[config.mk]
export PLATFORM = sky130hd
export DESIGN_NAME = crlr_top
export DESIGN_NICKNAME = d
export VERILOG_FILES = /design/src/crlr_pkg.sv /design/src/crlr_move_if.sv /design/src/crlr_lock.sv /design/src/crlr_move.sv /design/src/crlr_top.sv
export SDC_FILE = /design/constraint.sdc
export NUM_CORES = 1
export LEC_CHECK = 0
export BUFFER_PORTS_ARGS = -buffer_cell sky130_fd_sc_hd__buf_2
export CORE_ASPECT_RATIO = 1.2
export CORE_MARGIN = 2
export CORE_UTILIZATION = 36
export CTS_CLUSTER_SIZE = 16
export DETAILED_ROUTE_END_ITERATION = 10
export PLACE_DENSITY = 0.64
export RECOVER_POWER = 50
export SETUP_SLACK_MARGIN = 0.2
export SYNTH_ARGS = -nofsm -noshare
export SYNTH_HDL_FRONTEND = slang
export SYNTH_SLANG_ARGS = --single-unit
[constraint.sdc]
create_clock -name mclk -period 4.3 [get_ports mclk]
set_input_delay 1.075 -clock mclk [delete_from_list [all_inputs] [get_ports mclk]]
set_output_delay 1.075 -clock mclk [all_outputs]
set_load 0.01 [all_outputs]
[src/crlr_pkg.sv]
// Shared constants and types for the receive buffer lock and release logic.
// Assumes a single module clock and an active-high asynchronous reset.
package crlr_pkg;

    // ****************************************
    // Sizes
    // ****************************************
    localparam int CRLR_NUM_BUFS = 16;
    localparam int CRLR_XFER_WORDS = 4;

    // ****************************************
    // Control/status codes returned on a read
    // ****************************************
    localparam logic [3:0] CRLR_CODE_INACTIVE = 4'h0;
    localparam logic [3:0] CRLR_CODE_BUSY = 4'h1;
    localparam logic [3:0] CRLR_CODE_FULL = 4'h2;
    localparam logic [3:0] CRLR_CODE_EMPTY = 4'h4;
    localparam logic [3:0] CRLR_CODE_OVERRUN = 4'h6;

    // ****************************************
    // Values after reset
    // ****************************************
    localparam logic CRLR_LOCK_RST = 1'b0;
    localparam logic CRLR_ACTIVE_RST = 1'b0;
    localparam logic CRLR_STAGE_RST = 1'b0;

    typedef enum {CRLR_MV_IDLE, CRLR_MV_COPY} crlr_mv_state_t;

endpackage

[src/crlr_move_if.sv]
// Carrier between the coherency top and the frame move sequencer.
// Assumes both ends run on the same module clock.
`timescale 1ns/1ps
interface crlr_move_if #(
    parameter int IW = 4,
    parameter int WW = 2
);
    logic start;
    logic [IW-1:0] idx;
    logic abort;
    logic busy;
    logic [IW-1:0] cur_idx;
    logic [WW-1:0] word;
    logic wr;
    logic done;

    modport ctrl(output start, output idx, output abort,
                 input busy, input cur_idx, input word, input wr, input done);
    modport seq(input start, input idx, input abort,
                output busy, output cur_idx, output word, output wr, output done);
endinterface

[src/crlr_lock.sv]
// Tracker of the single buffer lock set by control/status reads.
// Assumes read strobes are one-cycle pulses on the module clock.
`timescale 1ns/1ps
module crlr_lock
    import crlr_pkg::*;
#(
    parameter int IW = 4
)(
    input wire logic mclk,
    input wire logic rst,
    input wire logic csw_rd,
    input wire logic csw_rd_busy,
    input wire logic [IW-1:0] rd_idx,
    input wire logic timer_rd,
    output logic lock_valid_reg,
    output logic [IW-1:0] lock_idx_reg
);

    logic lock_valid_next;
    logic [IW-1:0] lock_idx_next;

    always_comb begin
        lock_valid_next = lock_valid_reg;
        lock_idx_next = lock_idx_reg;
        if (timer_rd) begin
            lock_valid_next = 1'b0;
        end else if (csw_rd && !csw_rd_busy) begin
            // Locking a new buffer releases the previous one.
            lock_valid_next = 1'b1;
            lock_idx_next = rd_idx;
        end
    end

    always_ff @(posedge mclk or posedge rst) begin
        if (rst) begin
            lock_valid_reg <= CRLR_LOCK_RST;
            lock_idx_reg <= '0;
        end else begin
            lock_valid_reg <= lock_valid_next;
            lock_idx_reg <= lock_idx_next;
        end
    end

endmodule

[src/crlr_move.sv]
// Sequencer that copies a staged frame into one receive buffer, word by word.
// Assumes the controller only raises start while the sequencer is idle.
`timescale 1ns/1ps
module crlr_move
    import crlr_pkg::*;
#(
    parameter int NUM_WORDS = CRLR_XFER_WORDS
)(
    input wire logic mclk,
    input wire logic rst,
    crlr_move_if.seq mv
);

    initial begin
        if (NUM_WORDS < 2 || NUM_WORDS > (1 << $bits(mv.word))) begin
            $error("crlr_move: NUM_WORDS does not fit the word counter");
        end
    end

    crlr_mv_state_t state_reg, state_next;
    logic [$bits(mv.word)-1:0] cnt_reg, cnt_next;
    logic [$bits(mv.idx)-1:0] idx_reg, idx_next;
    logic done_reg, done_next;

    always_comb begin
        state_next = state_reg;
        cnt_next = cnt_reg;
        idx_next = idx_reg;
        done_next = 1'b0;
        case (state_reg)
            CRLR_MV_IDLE: begin
                if (mv.start) begin
                    state_next = CRLR_MV_COPY;
                    cnt_next = '0;
                    idx_next = mv.idx;
                end
            end
            CRLR_MV_COPY: begin
                if (mv.abort) begin
                    // A halted move leaves mixed data and reports nothing.
                    state_next = CRLR_MV_IDLE;
                end else if (cnt_reg == ($bits(cnt_reg))'(NUM_WORDS - 1)) begin
                    state_next = CRLR_MV_IDLE;
                    done_next = 1'b1;
                end else begin
                    cnt_next = cnt_reg + 1'b1;
                end
            end
            default: begin
                state_next = CRLR_MV_IDLE;
            end
        endcase
    end

    always_ff @(posedge mclk or posedge rst) begin
        if (rst) begin
            state_reg <= CRLR_MV_IDLE;
            cnt_reg <= '0;
            idx_reg <= '0;
            done_reg <= 1'b0;
        end else begin
            state_reg <= state_next;
            cnt_reg <= cnt_next;
            idx_reg <= idx_next;
            done_reg <= done_next;
        end
    end

    assign mv.busy = (state_reg == CRLR_MV_COPY);
    assign mv.wr = (state_reg == CRLR_MV_COPY) && !mv.abort;
    assign mv.word = cnt_reg;
    assign mv.cur_idx = idx_reg;
    assign mv.done = done_reg;

endmodule

[src/crlr_top.sv]
// Receive buffer coherency: lock, release, busy and deactivation control.
// Assumes the acceptance filter supplies the matching buffer index with each
// frame, and that host access strobes are one-cycle pulses on mclk.
//
// Overview of operation
// - Control/status write during buffer selection deactivates that buffer at once.
// - Deactivation during a move halts it; no interrupt request follows.
// - Host data write during a move gives full or overrun, no interrupt.
// - Reading a buffer control/status word locks that buffer, unless busy.
// - A locked buffer receives no newly matched frame unless its move starts in the cycle of the locking read.
// - Reading another control/status word not answered with busy, or the timer, releases the lock.
// - A frame for a locked buffer waits in staging, with no indication.
// - On release, a waiting matching frame moves into its buffer.
// - Newer matching frames overwrite the staged one silently.
// - A control/status read during a move into it returns busy.
// - A read answered with busy places no lock.
`timescale 1ns/1ps
module crlr_top
    import crlr_pkg::*;
#(
    parameter int NUM_BUFS = CRLR_NUM_BUFS,
    parameter int XFER_WORDS = CRLR_XFER_WORDS
)(
    input wire logic mclk,
    input wire logic rst,
    input wire logic cpu_rd,
    input wire logic cpu_wr,
    input wire logic cpu_csw_sel,
    input wire logic cpu_data_sel,
    input wire logic cpu_timer_sel,
    input wire logic [$clog2(NUM_BUFS)-1:0] cpu_idx,
    input wire logic sel_active,
    input wire logic rx_frame_valid,
    input wire logic [$clog2(NUM_BUFS)-1:0] rx_frame_idx,
    output logic rd_valid_reg,
    output logic [3:0] rd_code_reg,
    output logic lock_valid_reg,
    output logic [$clog2(NUM_BUFS)-1:0] lock_idx_reg,
    output logic stage_valid_reg,
    output logic mb_wr_reg,
    output logic [$clog2(NUM_BUFS)-1:0] mb_wr_idx_reg,
    output logic [$clog2(XFER_WORDS)-1:0] mb_wr_word_reg,
    output logic rx_irq_reg,
    output logic [$clog2(NUM_BUFS)-1:0] rx_irq_idx_reg,
    output logic [NUM_BUFS-1:0] buf_active_reg
);

    localparam int IW = $clog2(NUM_BUFS);
    localparam int WW = $clog2(XFER_WORDS);

    // A partly used index range would let a host index address flags that do not exist.
    initial begin
        if (NUM_BUFS < 2 || XFER_WORDS < 2 || (1 << WW) != XFER_WORDS || (1 << IW) != NUM_BUFS) begin
            $error("crlr_top: buffer count or move length not supported");
        end
    end

    // ****************************************
    // Host access decode
    // ****************************************
    logic csw_rd;
    logic csw_wr;
    logic data_wr;
    logic timer_rd;
    logic csw_rd_busy;

    // Only these strobes touch lock state; other reads pass untouched.
    assign csw_rd = cpu_rd && cpu_csw_sel;
    assign timer_rd = cpu_rd && cpu_timer_sel;
    assign csw_wr = cpu_wr && cpu_csw_sel;
    assign data_wr = cpu_wr && cpu_data_sel;

    crlr_move_if #(.IW(IW), .WW(WW)) mv();

    assign csw_rd_busy = csw_rd && mv.busy && (mv.cur_idx == cpu_idx);

    // ****************************************
    // Lock tracking
    // ****************************************
    crlr_lock #(.IW(IW)) u_lock (
        .mclk(mclk),
        .rst(rst),
        .csw_rd(csw_rd),
        .csw_rd_busy(csw_rd_busy),
        .rd_idx(cpu_idx),
        .timer_rd(timer_rd),
        .lock_valid_reg(lock_valid_reg),
        .lock_idx_reg(lock_idx_reg)
    );

    // ****************************************
    // Move sequencer
    // ****************************************
    crlr_move #(.NUM_WORDS(XFER_WORDS)) u_move (
        .mclk(mclk),
        .rst(rst),
        .mv(mv)
    );

    logic stage_valid_next;
    logic [IW-1:0] stage_idx_reg, stage_idx_next;
    logic tainted_reg, tainted_next;
    logic target_locked;
    logic move_start;
    logic move_abort;

    // The lock is re-evaluated every cycle, so a release lets the waiting
    // frame start on the next free cycle without any host action.
    assign target_locked = lock_valid_reg && (lock_idx_reg == stage_idx_reg);
    assign move_start = stage_valid_reg && !mv.busy && !target_locked
                        && buf_active_reg[stage_idx_reg];
    assign move_abort = mv.busy && csw_wr && sel_active && (cpu_idx == mv.cur_idx);

    assign mv.start = move_start;
    assign mv.idx = stage_idx_reg;
    assign mv.abort = move_abort;

    // ****************************************
    // Staging buffer and move bookkeeping
    // ****************************************
    always_comb begin
        stage_valid_next = stage_valid_reg;
        stage_idx_next = stage_idx_reg;
        tainted_next = tainted_reg;
        if (move_start) begin
            stage_valid_next = 1'b0;
            tainted_next = 1'b0;
        end else if (stage_valid_reg && !buf_active_reg[stage_idx_reg]) begin
            // A frame for a buffer that left reception has nowhere to go.
            stage_valid_next = 1'b0;
        end
        if (rx_frame_valid) begin
            // A new frame replaces whatever waited before it.
            stage_valid_next = 1'b1;
            stage_idx_next = rx_frame_idx;
        end
        if (mv.busy && data_wr && (cpu_idx == mv.cur_idx)) begin
            tainted_next = 1'b1;
        end
    end

    always_ff @(posedge mclk or posedge rst) begin
        if (rst) begin
            stage_valid_reg <= CRLR_STAGE_RST;
            stage_idx_reg <= '0;
            tainted_reg <= 1'b0;
        end else begin
            stage_valid_reg <= stage_valid_next;
            stage_idx_reg <= stage_idx_next;
            tainted_reg <= tainted_next;
        end
    end

    // ****************************************
    // Per-buffer state
    // ****************************************
    logic [NUM_BUFS-1:0] full_reg;
    logic [NUM_BUFS-1:0] ovr_reg;

    genvar gi;
    generate
        for (gi = 0; gi < NUM_BUFS; gi++) begin : g_buf
            logic active_next;
            logic full_next;
            logic ovr_next;
            logic hit_host;
            logic hit_done;

            assign hit_host = (cpu_idx == IW'(gi));
            assign hit_done = mv.done && (mv.cur_idx == IW'(gi));

            always_comb begin
                active_next = buf_active_reg[gi];
                full_next = full_reg[gi];
                ovr_next = ovr_reg[gi];
                if (hit_done) begin
                    // An earlier frame not cleared by a re-arming write turns the new one into an overrun.
                    ovr_next = full_reg[gi] | ovr_reg[gi];
                    full_next = 1'b1;
                end
                if (csw_wr && hit_host) begin
                    if (sel_active) begin
                        active_next = 1'b0;
                    end else begin
                        // A frame landing in the arming cycle is kept, not wiped.
                        active_next = 1'b1;
                        full_next = hit_done;
                        ovr_next = 1'b0;
                    end
                end
            end

            always_ff @(posedge mclk or posedge rst) begin
                if (rst) begin
                    buf_active_reg[gi] <= CRLR_ACTIVE_RST;
                    full_reg[gi] <= 1'b0;
                    ovr_reg[gi] <= 1'b0;
                end else begin
                    buf_active_reg[gi] <= active_next;
                    full_reg[gi] <= full_next;
                    ovr_reg[gi] <= ovr_next;
                end
            end
        end
    endgenerate

    // ****************************************
    // Host read answer
    // ****************************************
    logic rd_valid_next;
    logic [3:0] rd_code_next;

    // The code reads zero between answers, so a late sample of the port
    // shows nothing rather than a stale status.
    // Busy is only reported for the buffer under the sequencer; a read of
    // any other buffer during a move still locks normally.
    always_comb begin
        rd_valid_next = csw_rd;
        rd_code_next = CRLR_CODE_EMPTY;
        if (csw_rd_busy) begin
            rd_code_next = CRLR_CODE_BUSY;
        end else if (!buf_active_reg[cpu_idx]) begin
            rd_code_next = CRLR_CODE_INACTIVE;
        end else if (ovr_reg[cpu_idx]) begin
            rd_code_next = CRLR_CODE_OVERRUN;
        end else if (full_reg[cpu_idx]) begin
            rd_code_next = CRLR_CODE_FULL;
        end
        if (!csw_rd) begin
            rd_code_next = '0;
        end
    end

    always_ff @(posedge mclk or posedge rst) begin
        if (rst) begin
            rd_valid_reg <= 1'b0;
            rd_code_reg <= '0;
        end else begin
            rd_valid_reg <= rd_valid_next;
            rd_code_reg <= rd_code_next;
        end
    end

    // ****************************************
    // Buffer writes and interrupt request
    // ****************************************
    logic mb_wr_next;
    logic [IW-1:0] mb_wr_idx_next;
    logic [WW-1:0] mb_wr_word_next;
    logic rx_irq_next;
    logic [IW-1:0] rx_irq_idx_next;

    // These ports trail the sequencer by one cycle so that each leaves a
    // flip-flop; the buffer storage must accept the same one-cycle delay.
    always_comb begin
        mb_wr_next = mv.wr;
        mb_wr_idx_next = mv.cur_idx;
        mb_wr_word_next = mv.word;
        // A host data write during the move spoils the frame: no request.
        rx_irq_next = mv.done && !tainted_reg;
        rx_irq_idx_next = mv.cur_idx;
    end

    always_ff @(posedge mclk or posedge rst) begin
        if (rst) begin
            mb_wr_reg <= 1'b0;
            mb_wr_idx_reg <= '0;
            mb_wr_word_reg <= '0;
            rx_irq_reg <= 1'b0;
            rx_irq_idx_reg <= '0;
        end else begin
            mb_wr_reg <= mb_wr_next;
            mb_wr_idx_reg <= mb_wr_idx_next;
            mb_wr_word_reg <= mb_wr_word_next;
            rx_irq_reg <= rx_irq_next;
            rx_irq_idx_reg <= rx_irq_idx_next;
        end
    end

endmodule

== Yosys cells after proc, flatten, opt, wreduce, memory -nomap -nowiden ==
Index checks and enable logic that the tools add are counted.

* Reduce and logical (&&, ||, !) cells: 68
* Bitwise logic cells: 17
* Equality and inequality tests: 40
* Mux-type cells: 128
* Add/subtract/negate cells: 1
* Order comparisons: 2

{| class="wikitable"
|+ Operator list
! cell !! count
|-
| $mux W1 || 111
|-
| $mux W32 || 3
|-
| $eq A4 B4 Y1 const B || 16
|-
| $pmux W32 S2 || 1
|-
| $logic_and A1 B1 Y1 || 51
|-
| $eq A32 B1 Y1 const B || 1
|-
| $eq A32 B2 Y1 const B || 1
|-
| $eq A4 B3 Y1 const B || 8
|-
| $logic_not A32 Y1 || 1
|-
| $bmux W1 S4 || 4
|-
| $eq A4 B2 Y1 const B || 4
|-
| $or A1 B1 Y1 || 16
|-
| $eq A4 B4 Y1 || 3
|-
| $mux W3 || 4
|-
| $lt A4 B5 Y1 const B || 2
|-
| $eq A4 B1 Y1 const B || 2
|-
| $logic_not A4 Y1 || 2
|-
| $logic_not A1 Y1 || 6
|-
| $mux W2 || 3
|-
| $ne A2 B2 Y1 const B || 3
|-
| $reduce_and A2 Y1 || 3
|-
| $reduce_bool A2 Y1 || 3
|-
| $mux W4 || 1
|-
| $pmux W2 S2 || 1
|-
| 6 further kinds || 6
|}

* Input port bits: 17
* Flip-flop bits (word level): 111

== Logic depth before layout (Yosys ltp) ==
* Depth in word-level cells: 7
* Depth in mapped cells: 7
* Gate-level depth less buffers: 5

== Modules after synthesis ==
A second synthesis with hierarchy kept.

* Cells, all modules: 340
* Area, all modules: 3812.4 um^2

{| class="wikitable"
|+ By module, submodules not included
! module !! times used !! area each (um^2) !! cells each
|-
| crlr_top || 1 || 3274.4 || 304
|-
| crlr_move || 1 || 330.3 || 22
|-
| crlr_lock || 1 || 207.7 || 14
|}

== Worst setup path after synthesis ==
No wires, ideal clock.

* Path type: input -> register
* Start point: in cpu_idx[0]
* End point: reg rd_code_reg[1]
* Slack: 1.773 ns
* Arrival: 2.410 ns
* Cell stages on the path: 7
* Required time: 4.182 ns
* Path buffers: 2
* Library setup time: 0.118 ns
* Cells stage by stage: buf_4 -> buf_2 -> mux4_2 -> a22oi_1 -> nand2_1 -> nor2_1 -> nor2_1

* Cells in the longest elaborated chain, start to end: 7

{| class="wikitable"
|+ RTL lines
! item !! line !! text
|-
| start: declaration || crlr_top.sv:31 || <nowiki>input wire logic [$clog2(NUM_BUFS)-1:0] cpu_idx,</nowiki>
|-
| $bmux W1 S4 || crlr_top.sv:226 || <nowiki>end else if (full_reg[cpu_idx]) begin</nowiki>
|-
| $mux W1 (not written as such) || crlr_top.sv:226 ||
|-
| $mux W3 || crlr_top.sv:226 ||
|-
| $mux W3 || crlr_top.sv:224 || <nowiki>end else if (ovr_reg[cpu_idx]) begin</nowiki>
|-
| $mux W3 || crlr_top.sv:222 || <nowiki>end else if (!buf_active_reg[cpu_idx]) begin</nowiki>
|-
| $mux W3 (*) || crlr_top.sv:220 || <nowiki>if (csw_rd_busy) begin</nowiki>
|-
| $mux W4 (*) || crlr_top.sv:229 || <nowiki>if (!csw_rd) begin</nowiki>
|-
| net rd_code_next[1] || crlr_top.sv:211 || <nowiki>logic [3:0] rd_code_next;</nowiki>
|-
| end signal: assignment || crlr_top.sv:240 || <nowiki>rd_code_reg <= rd_code_next;</nowiki>
|-
| end: declaration || crlr_top.sv:36 || <nowiki>output logic [3:0] rd_code_reg,</nowiki>
|}

The timed path passes the listed nets; every way through them passes the cells marked *. The select of a mux whose other input is x is not followed.
A chain may end at the register's enable or synchronous reset.

==> run metrics <==
Hold WC Path Type=register to register; Slowest-stage cell, CP=clkinvlp_2; final hold vios=0; failing checks=capacitance limit, slew limit; residual DRC count=0; first-iteration detailed-routing DRC count=200; cell row count=41; Post-Syn Nets=367; Worst Setup Start Kind=input port; critical-path cell list=buf_2, clkinvlp_2, clkbuf_1; Ports=56; CP peak stage delay=1250 ps; Die H=117 um; Max transition margin=-48.7%; worst-margin pin slew=2220 ps; Primary FF master, synth=dfrtp_1; Arr. time, crit path=3180 ps; clock latency on the worst-skew pair=340 ps; CTS H-Tree Depth=3; initial antenna violation count=0; GRT Overall Usage=17.9%; Post-synth EDFFs=0; Vias=2,851; critical path class=input port to async pin; ANT nets after route=0; status=complete, but fails checks; Post-synth ARST share=100%; Cell Pwr Density=599 nW/um^2; CTS sink cnt=79; via density per instance=5.41; diode count=0; Clock Tree Buf Depth=2; cts bufs inserted=9; cells after synthesis=349; Fillers=1,029; hold-fix buffers at CTS=0; Reg area=1980 sq um; library cells used by synthesis=49; drt wl/cell=18.3 um; RSZ-0062 raised after global routing=no; hold_sp=u_move.mv.word[1]$_DFFE_PP0P_; DP HPWL=6.89 mm; final wirelength=9.63 mm; Final Total Pwr=2.66 mW; final net count=411; Core Util, Final=42.4%; Multi-input gate area=1670 sq um; DIE AREA=11,500 sq um; vias in the first global route=2,915; largest net degree at the start of global routing=52; Area Overhead vs Synth=15.3%; Cell Area, Synth=3850 sq um; crit path from=rst; final-report max-slew violation count=52; Post-CTS Setup Inserts=0; Die Span X=98.4 um; Setup WS post-layout=1480 ps; share of layout cells above drive strength 1=23.9%; CTS resizes=0; Yosys warning total=0; critical path required time=4660 ps; Synth Register Bits=79; crit path time final=2820 ps; VDD IR max=0.000166 V; DP Worst Slack=1480 ps; Leak=2.04 nW; Critical R2R Launch=mv.idx[0]$_DFFE_PP0P_; Fin Setup TNS=0 ps; Clock Pin Slew Worst Setup and Hold Paths=60 ps; CP endpoint kind=async pin; share of the yosys chip area belonging to registers=51.4%; Root Driver=clkbuf_16; Port-buffer cells=54; Worst Skew=7.68 ps; mean post-synth cell area=11.0 sq um; first-pass GRT wire length=15.5 mm; RePlAce Congestion=0.831; Fmax=0.354 GHz; core area=10,500 sq um; CTS tree=built; Max-Cap Viols=1; final worst-path cycle share=65.7%; number of setup violations in the final report=0; initial core utilization=36.8%; crit path max fanout=51; grt total ovfl=0; DRT Pass-1 Iters=4
[kinds of logic (layout without fill, tap and decap cells)]
logic type,Yosys count,count (layout),share of synthesized area [%]
compound gates,89,89,15.5
xor+xnor,8,8,1.82
fa+ha+maj,1,1,0.325
buf+inv,34,83,4.94
flops,79,79,51.4
mux,29,29,12.3
other cells,1,1,0.0975
simple gates,108,108,13.7
[critical path, delay by kind of cell]
kind | cells | cell delay [ps]
buffers and inverters | 3 | 2090
[path summary, 6_finish.rpt]
path	cells after the start	endpoint	slack [ps]
worst max register to register	5	u_move.mv.cur_idx[0]$_DFFE_PP0P_	1960
worst max-delay path	3	full_reg[5]$_DFF_PP0_	1480
min in group asynchronous	2	rx_irq_idx_reg[0]$_DFF_PP0_	1320
worst min register to register	0	mb_wr_word_reg[1]$_DFF_PP0_	410
worst min-delay path	0	mb_wr_word_reg[1]$_DFF_PP0_	410
max in group mclk	6	rd_code_reg[2]$_DFF_PP0_	1850
[Yosys cell counts, types with 5 or more instances]
master / n / area, sq um
nor2b_1: 5 / 31.3
mux2i_1: 7 / 70.1
nand2_1: 33 / 124
buf_4: 7 / 52.6
clkbuf_1: 8 / 30.0
mux4_2: 12 / 270
a31oi_1: 5 / 31.3
dfrtp_1: 79 / 1980
a21o_1: 17 / 128
nor2_1: 39 / 146
o21ai_0: 19 / 95.1
mux2_4: 5 / 75.1
inv_1: 11 / 41.3
nor3_1: 11 / 55.1
a21oi_1: 27 / 135
a22oi_1: 6 / 45.0
xor2_1: 5 / 43.8
mux2_2: 5 / 56.3
[cells in the final DEF (no fill, tap or decap), types with 3 or more instances in the layout]
cell type	instances
dfrtp_1	79
buf_2	46
nor2_1	39
nand2_1	33
a21oi_1	27
o21ai_0	19
a21o_1	17
mux4_2	12
nor3_1	11
clkbuf_1	11
inv_1	10
clkbuf_16	9
mux2i_1	7
a22oi_1	6
mux2_4	5
xor2_1	5
mux2_2	5
nor2b_1	5
a31oi_1	5
and3_1	3
nor3_2	3
xnor2_1	3
o22ai_1	3
clkinv_2	3
[power by group]
| group | internal, mW | total [mW] | switching [mW] |
|---|---|---|---|
| Sequential | 0.961 | 1.18 | 0.223 |
| Clock | 0.507 | 0.810 | 0.302 |
| Combinational | 0.316 | 0.661 | 0.345 |
| Total | 1.78 | 2.66 | 0.871 |
[per-stage QoR]
stage / hold slack [ps] / std cells / area, sq um
4_1_cts: 416 / 527 / 4460
3_5_place_dp: 402 / 511 / 4150
5_1_grt: 432 / 527 / 4430
3_3_place_gp: 397 / 511 / 4150
2_1_floorplan: 369 / 349 / 3850
6_report: 413 / 527 / 4430
[routing by layer]
layer / track usage (%) / part of all wire (%) / vias up
met3: 3.74 / 4.7 / 21
met4: 10.6 / 3.0 / 0
li1: - / - / 1319
met1: 21.4 / 41 / 1429
met5: 0 / 0 / -
met2: 30.2 / 51 / 82
[final cells by class]
cell class	count	area share [%]
tap	129	3.64
clock buffer	10	5.16
inverter	11	0.959
multi-input combinational	236	37.7
clock inverter	6	1.89
sequential	79	44.6
timing repair buffer	56	6.04
No activity file was read; power rests on OpenSTA's default activity.
